===== src/design/phs_pkg.sv =====
// Overview of operation
// - full mode starts a transfer only with request clear and flag ready.
// - input transfer drives direction high before raising the request.
// - flag going ready to busy clears the request in every mode.
// - full mode ready-edge latch ignores the busy edge and captures on busy to ready.
// - pulse mode skips the flag check; request clear is enough.
// - output drives direction low, sets data, waits request delay, then requests.
// - pulse mode ready-edge latch: data is valid when flag goes busy.
// - output data stays valid while the request is set.
// - ready pulses output: flag ready then busy; busy edge clears request.
// - interface reset pulses peripheral reset low for at least 15 us.
// - interface reset clears the request and abandons the handshake.
// - interface reset zeroes output data only when the clear option is fitted.
// - interface reset clears the interrupt enable bit.
// - interface reset keeps both aux control lines and the direction line.
// - request and flag polarity selectable; direction high for input.
// - busy-edge latch captures input data on the flag's busy transition.
// - optional status check before a sequence; not-OK reports error, no transfer.
package phs_pkg;

  localparam int DATA_W = 16;
  localparam int DELAY_W = 8;
  localparam int CLK_PERIOD_NS = 50;
  localparam int PRESET_MIN_NS = 15000;
  // least time: round up
  localparam int PRESET_CYCLES = (PRESET_MIN_NS + CLK_PERIOD_NS - 1) / CLK_PERIOD_NS;
  localparam int PRESET_W = 9;
  localparam logic [PRESET_W-1:0] PRESET_LOAD = PRESET_W'(PRESET_CYCLES);
  localparam logic [DATA_W-1:0] DOUT_RESET = 16'h0000;
  localparam logic [DELAY_W-1:0] DELAY_RESET = 8'h00;

  typedef enum logic [2:0] {
    PHS_IDLE,
    PHS_SETUP,
    PHS_DELAY,
    PHS_REQ,
    PHS_WAIT_RDY
  } phs_state_t;

  typedef struct packed {
    logic pulse_mode;
    logic latch_on_flag_busy;
    logic req_active_high;
    logic flag_busy_high;
    logic status_check_en;
    logic status_ok_high;
    logic dout_clear_fitted;
    logic [DELAY_W-1:0] req_delay;
  } phs_cfg_t;

  typedef struct packed {
    phs_state_t state;
    logic req_set;
    logic dir_in;
    logic [DATA_W-1:0] dout;
    logic [DATA_W-1:0] din;
    logic [DELAY_W-1:0] delay_cnt;
    logic [PRESET_W-1:0] rst_cnt;
    logic preset_n;
    logic int_en;
    logic aux_a;
    logic aux_b;
    logic flag_busy_q;
    logic done;
    logic status_err;
  } phs_regs_t;

endpackage


===== src/design/phs_pin_sync.sv =====
`timescale 1ns/1ps
`default_nettype none
module phs_pin_sync
  import phs_pkg::*;
#(
  parameter int W = 1
) (
  input wire logic clk,
  input wire logic rst_n,
  input wire logic [W-1:0] pin_in,
  output logic [W-1:0] pin_out
);

  // packed as {s1, s2, s3, q}; s1 feeds only s2
  logic [4*W-1:0] st_reg;
  logic [4*W-1:0] st_next;

  always_comb begin
    st_next[4*W-1:3*W] = pin_in;
    st_next[3*W-1:2*W] = st_reg[4*W-1:3*W];
    st_next[2*W-1:W] = st_reg[3*W-1:2*W];
    // a bit changes only once stages two and three agree
    for (int i = 0; i < W; i++) begin
      if (st_reg[2*W+i] == st_reg[W+i]) begin
        st_next[i] = st_reg[W+i];
      end else begin
        st_next[i] = st_reg[i];
      end
    end
  end

  always_ff @(posedge clk) begin
    if (!rst_n) begin
      st_reg <= '0;
    end else begin
      st_reg <= st_next;
    end
  end

  assign pin_out = st_reg[W-1:0];

endmodule
`default_nettype wire


===== src/design/phs_port.sv =====
`timescale 1ns/1ps
`default_nettype none
module phs_port
  import phs_pkg::*;
(
  input wire logic clk,
  input wire logic rst_n,
  input wire phs_cfg_t cfg,
  input wire logic iface_reset,
  input wire logic xfer_valid,
  input wire logic xfer_dir_in,
  input wire logic xfer_first,
  input wire logic [DATA_W-1:0] xfer_wdata,
  output logic xfer_ready,
  output logic xfer_done,
  output logic status_error,
  output logic [DATA_W-1:0] xfer_rdata,
  input wire logic int_enable_set,
  output logic int_enable,
  input wire logic aux_write,
  input wire logic aux_a_in,
  input wire logic aux_b_in,
  output logic aux_control_out_a,
  output logic aux_control_out_b,
  input wire logic periph_flag,
  input wire logic periph_ok_status,
  input wire logic [DATA_W-1:0] periph_din,
  output logic xfer_request,
  output logic periph_dir_in,
  output logic periph_reset_n,
  output logic [DATA_W-1:0] periph_dout
);

  phs_regs_t r_reg;
  phs_regs_t r_next;
  logic [DATA_W+1:0] sync_q;
  logic flag_s;
  logic status_s;
  logic [DATA_W-1:0] din_s;
  logic flag_busy;
  logic busy_edge;
  logic ready_edge;
  logic status_ok;
  logic gate_ok;
  logic take;
  logic refuse;

  phs_pin_sync #(.W(DATA_W + 2)) u_sync (
    .clk(clk),
    .rst_n(rst_n),
    .pin_in({periph_flag, periph_ok_status, periph_din}),
    .pin_out(sync_q)
  );

  assign flag_s = sync_q[DATA_W+1];
  assign status_s = sync_q[DATA_W];
  assign din_s = sync_q[DATA_W-1:0];

  // edges come from the synchronised level only
  assign flag_busy = (flag_s == cfg.flag_busy_high);
  assign busy_edge = flag_busy && !r_reg.flag_busy_q;
  assign ready_edge = !flag_busy && r_reg.flag_busy_q;
  assign status_ok = (status_s == cfg.status_ok_high);

  // pulse mode trusts a clear request alone; full mode also needs flag ready
  assign gate_ok = !r_reg.req_set && (cfg.pulse_mode || !flag_busy);
  assign xfer_ready = (r_reg.state == PHS_IDLE) && (r_reg.rst_cnt == '0) && gate_ok;
  assign refuse = xfer_valid && xfer_ready && xfer_first && cfg.status_check_en
    && !status_ok;
  assign take = xfer_valid && xfer_ready && !refuse;

  always_comb begin
    r_next = r_reg;
    r_next.flag_busy_q = flag_busy;
    r_next.done = 1'b0;
    r_next.status_err = 1'b0;
    if (int_enable_set) begin
      r_next.int_en = 1'b1;
    end
    if (aux_write) begin
      r_next.aux_a = aux_a_in;
      r_next.aux_b = aux_b_in;
    end
    if (r_reg.rst_cnt != '0) begin
      r_next.rst_cnt = r_reg.rst_cnt - PRESET_W'(1);
      r_next.preset_n = (r_reg.rst_cnt == PRESET_W'(1));
    end
    // the busy edge clears the request whatever state the handshake is in
    if (r_reg.req_set && busy_edge) begin
      r_next.req_set = 1'b0;
    end
    unique case (r_reg.state)
      PHS_IDLE: begin
        if (refuse) begin
          r_next.status_err = 1'b1;
        end else if (take) begin
          if (xfer_dir_in) begin
            r_next.dir_in = 1'b1;
            r_next.state = PHS_SETUP;
          end else begin
            r_next.dir_in = 1'b0;
            r_next.dout = xfer_wdata;
            r_next.delay_cnt = cfg.req_delay;
            r_next.state = PHS_DELAY;
          end
        end
      end
      PHS_SETUP: begin
        // direction has stood a full cycle before the request rises
        r_next.req_set = 1'b1;
        r_next.state = PHS_REQ;
      end
      PHS_DELAY: begin
        if (r_reg.delay_cnt == '0) begin
          r_next.req_set = 1'b1;
          r_next.state = PHS_REQ;
        end else begin
          r_next.delay_cnt = r_reg.delay_cnt - DELAY_W'(1);
        end
      end
      PHS_REQ: begin
        if (busy_edge) begin
          if (!r_reg.dir_in) begin
            r_next.done = 1'b1;
            r_next.state = PHS_IDLE;
          end else if (cfg.latch_on_flag_busy) begin
            r_next.din = din_s;
            r_next.done = 1'b1;
            r_next.state = PHS_IDLE;
          end else if (cfg.pulse_mode) begin
            // peripheral counts as ready once the request clears
            r_next.din = din_s;
            r_next.done = 1'b1;
            r_next.state = PHS_IDLE;
          end else begin
            r_next.state = PHS_WAIT_RDY;
          end
        end
      end
      PHS_WAIT_RDY: begin
        if (ready_edge) begin
          r_next.din = din_s;
          r_next.done = 1'b1;
          r_next.state = PHS_IDLE;
        end
      end
      // three state codes are unused; a corrupted state drops back to idle
      default: begin
        r_next.state = PHS_IDLE;
      end
    endcase
    // interface reset: aux lines and direction deliberately untouched
    if (iface_reset) begin
      r_next.state = PHS_IDLE;
      r_next.req_set = 1'b0;
      r_next.done = 1'b0;
      r_next.status_err = 1'b0;
      r_next.int_en = 1'b0;
      r_next.rst_cnt = PRESET_LOAD;
      r_next.preset_n = 1'b0;
      r_next.dir_in = r_reg.dir_in;
      r_next.aux_a = r_reg.aux_a;
      r_next.aux_b = r_reg.aux_b;
      if (cfg.dout_clear_fitted) begin
        r_next.dout = DOUT_RESET;
      end else begin
        r_next.dout = r_reg.dout;
      end
    end
  end

  always_ff @(posedge clk) begin
    if (!rst_n) begin
      r_reg.state <= PHS_IDLE;
      r_reg.req_set <= 1'b0;
      r_reg.dir_in <= 1'b0;
      r_reg.dout <= DOUT_RESET;
      r_reg.din <= DOUT_RESET;
      r_reg.delay_cnt <= DELAY_RESET;
      r_reg.rst_cnt <= PRESET_LOAD;
      r_reg.preset_n <= 1'b0;
      r_reg.int_en <= 1'b0;
      r_reg.aux_a <= 1'b0;
      r_reg.aux_b <= 1'b0;
      r_reg.flag_busy_q <= 1'b0;
      r_reg.done <= 1'b0;
      r_reg.status_err <= 1'b0;
    end else begin
      r_reg <= r_next;
    end
  end

  assign xfer_request = r_reg.req_set ? cfg.req_active_high : !cfg.req_active_high;
  assign periph_dir_in = r_reg.dir_in;
  assign periph_reset_n = r_reg.preset_n;
  assign periph_dout = r_reg.dout;
  assign xfer_rdata = r_reg.din;
  assign xfer_done = r_reg.done;
  assign status_error = r_reg.status_err;
  assign int_enable = r_reg.int_en;
  assign aux_control_out_a = r_reg.aux_a;
  assign aux_control_out_b = r_reg.aux_b;

  // helper: length of the current peripheral reset pulse
  logic [PRESET_W:0] low_cnt;
  always_ff @(posedge clk) begin
    if (!rst_n || r_reg.preset_n) begin
      low_cnt <= '0;
    end else begin
      low_cnt <= low_cnt + (PRESET_W+1)'(1);
    end
  end
endmodule
`default_nettype wire


===== config.mk =====
export PLATFORM = sky130hd
export DESIGN_NAME = phs_port
export DESIGN_NICKNAME = d
export VERILOG_FILES = /design/src/design/phs_pkg.sv /design/src/design/phs_pin_sync.sv /design/src/design/phs_port.sv
export SDC_FILE = /design/constraint.sdc
export NUM_CORES = 1
export LEC_CHECK = 0
export BUFFER_PORTS_ARGS = -buffer_cell sky130_fd_sc_hd__buf_2
export CORE_ASPECT_RATIO = 1.75
export CORE_MARGIN = 10
export CORE_UTILIZATION = 54
export DETAILED_ROUTE_END_ITERATION = 6
export GPL_ROUTABILITY_DRIVEN = 0
export PLACE_DENSITY = 0.88
export SETUP_SLACK_MARGIN = 0.4
export SKIP_CTS_REPAIR_TIMING = 1
export SLEW_MARGIN = 15
export SYNTH_ARGS = -nofsm -noshare
export SYNTH_HDL_FRONTEND = slang
export SYNTH_SLANG_ARGS = --single-unit

===== constraint.sdc =====
create_clock -name clk -period 2.9 [get_ports clk]
set_input_delay 0.29 -clock clk [delete_from_list [all_inputs] [get_ports clk]]
set_output_delay 0.29 -clock clk [all_outputs]
set_load 0.01 [all_outputs]

==> results.yml <==
run_status:
  status: "finished, final reports clean"
synth:
  synthesis.nets: 559
  synth-edff-count: 0
  ys_warn_count: 0
  synthFlopType: "dfxtp_1"
  netlist_top_cells_area: "dfxtp_1 54%, and2_1 7.0%, buf_4 4.9%"
  syn_area_um2: 4930
  yosysUniqueCellTypes: 53
  synth-seq-cells: 133
  async_flop_share_pct: 0
  yosys.area.top_type_share_pct: 54.0
  syn_inst: 495
  synth_top_cell_by_area: "dfxtp_1"
  seq_area_frac_synth_pct: 54.0
  synth.avg_cell_area_um2: 9.97
floorplanning:
  start_util_pct: 55.0
  ios: 100
  die_height_um: 146
  die_area_um2: 13500
  die_x_um: 92.3
  rows: 46
  coreArea_um2: 8980
sta:
  worst_pin_slew_ns: 0.714
  fmax_ghz: 0.418
  rsz0062_at_grt: "false"
  fin_skew_ns: 0.00802
  slew_violations: 0
  holdWs_ns: 0.0851
  setup_viol: 0
  fin_crit_ns: 2.39
  min_period_over_period_pct: 82.5
  setup_tns_ns: 0
  finalHoldViolations: 0
  relSlewSlack_pct: 51.9
final_layout:
  stdcell_count: 705
  area_growth_pct: 21.6
  diodes: 0
  multi_input_area_um2: 1980
  largest_reg_flops: 72
  drive_above_1_share_pct: 25.3
  seq_area_um2: 2660
  nFillCells: 705
  fin_nets: 636
  post-route-util_pct: 66.8
place:
  hpwl_um: 7640
  port_buffers: 99
  placed_cells: 670
global_route:
  grt_pass1_wl_um: 17700
  grt_overflow: 0
  antenna_found_initial: 0
  grt_pass1_vias: 3819
  track_usage_pct: 16.1
  grt_max_degree: 61
critical_path:
  worstPathRequired_ns: 3.19
  cp-end-kind: "register"
  critical_path.max_fanout: 8
  r2r_setup_slack_ns: 0.51
  reg2reg_depth: 7
  start_kind: "register"
  arrival_ns: 2.69
  path_class: "reg -> reg"
drt:
  routed_wl_um: 11100
  first_pass_iters: 5
  dr.first_iter.drc_count: 185
  ant_nets: 0
  via_count: 3800
  via_per_inst: 5.39
  drc: 0
  wl_per_cell_um: 15.8
clock_network:
  cts_inserted_buffers: 17
  clockBufferDepth: 2
  cts.sink_count: 133
  cts_tree: "done"
  clkTransAtPathRegs_ns: 0.05
  clk_latency_ns: 0.40
  clk_root_buffer_cell: "clkbuf_16"
  cts_htree_levels: 4
worst_hold_path:
  hold_path.class: "in -> reg"
  worstHoldPathCells: 2
power:
  comb_power_share_pct: 3.5
  switchingPower_uw: 833
  p_leak_uw: 0.00264
  peakVddDrop_v: 0.000466
  p_per_area_nw_per_um2: 705
  p_clk_share_pct: 51.9
  power.internal_uw: 3400
  pwr-share-seq_pct: 44.6
  swShare_pct: 19.7
job:
  cap_violations: 0
-- path summary, 6_finish.rpt --
path | startpoint | endpoint
hold / removal | periph_ok_status | u_sync.st_reg[70]$_SDFF_PN0_
hold reg to reg | u_sync.st_reg[67]$_SDFF_PN0_ | u_sync.st_reg[49]$_SDFF_PN0_
setup / recovery | r_reg[8]$_SDFFE_PP0P_ | periph_dout[4]$_SDFFE_PN0P_
setup reg to reg | r_reg[8]$_SDFFE_PP0P_ | periph_dout[4]$_SDFFE_PN0P_
-- critical path, stage by stage (launching register included) --
cell,delay (ns)
dfxtp_1,0.33
inv_1,0.16
ha_4,0.18
nor4b_4,0.25
o2111ai_2,0.22
or3_4,0.47
o311a_4,0.42
a22o_1,0.25
-- layout make-up --
type	count	share of cell area, %
Timing Repair Buffer	105	9.22
Clock buffer	24	8.36
Inverter	8	0.501
Tap cell	120	2.50
Clock inverter	8	2.00
Multi-Input combinational cell	307	33.0
Sequential cell	133	44.4
-- kinds of logic after synthesis --
group           after synthesis  share of synthesized area, %
buf+inv                      56                          6.90
xor+xnor                      7                          1.39
mux                          21                          4.26
compound gates              100                          13.6
flops                       133                          54.0
simple gates                173                          18.6
fa+ha+maj                     5                          1.27
-- routing by layer --
layer | track usage, % | wire (µm) | vias up | part of all wire [%]
met3 | 6.31 | 692 | 32 | 6.2
met5 | 0 | 0 | - | 0
li1 | - | - | 1828 | -
met1 | 16.5 | 4230 | 1780 | 38
met2 | 27.3 | 5850 | 160 | 53
met4 | 8.91 | 367 | 0 | 3.3
-- synth_stat cells, types with 5 or more instances --
cell type    n
nand2_1     35
nand3_1      6
o22ai_1      6
o21ai_0     25
ha_1         5
nor2_1      43
a22o_1      16
clkbuf_1    12
inv_1        8
dfxtp_1    133
a21oi_1     28
nor3_1       7
buf_4       32
mux2i_1     21
and2_1      55
-- cell usage in the layout, fill, tap and decap left out, types with 5 or more instances in the layout --
| cell type | n |
|---|---|
| a21oi_1 | 28 |
| a22o_1 | 16 |
| and2_1 | 55 |
| buf_2 | 99 |
| buf_4 | 5 |
| clkbuf_16 | 17 |
| clkbuf_8 | 5 |
| dfxtp_1 | 133 |
| inv_1 | 7 |
| mux2i_1 | 21 |
| nand2_1 | 35 |
| nand3_1 | 6 |
| nor2_1 | 43 |
| nor3_1 | 7 |
| o21ai_0 | 25 |
| o22ai_1 | 6 |
-- stage by stage --
stage	total power [µW]	setup slack, ns	cell area [µm²]
global placement	2060	0.546	5300
finish	4230	0.506	6000
floorplan	1990	0.566	4930
global route	4370	0.420	6000
detailed placement	2060	0.430	5300
CTS	4250	0.373	5920
-- power groups by stage --
stage               sequential [µW]  combinational (µW)  clock [µW]
floorplan                      1920                74.9           0
global placement               1920                 135           0
detailed placement             1920                 140           0
CTS                            1880                 143        2230
global route                   1890                 167        2320
finish                         1890                 149        2200
No activity file was read; power rests on OpenSTA's default activity.
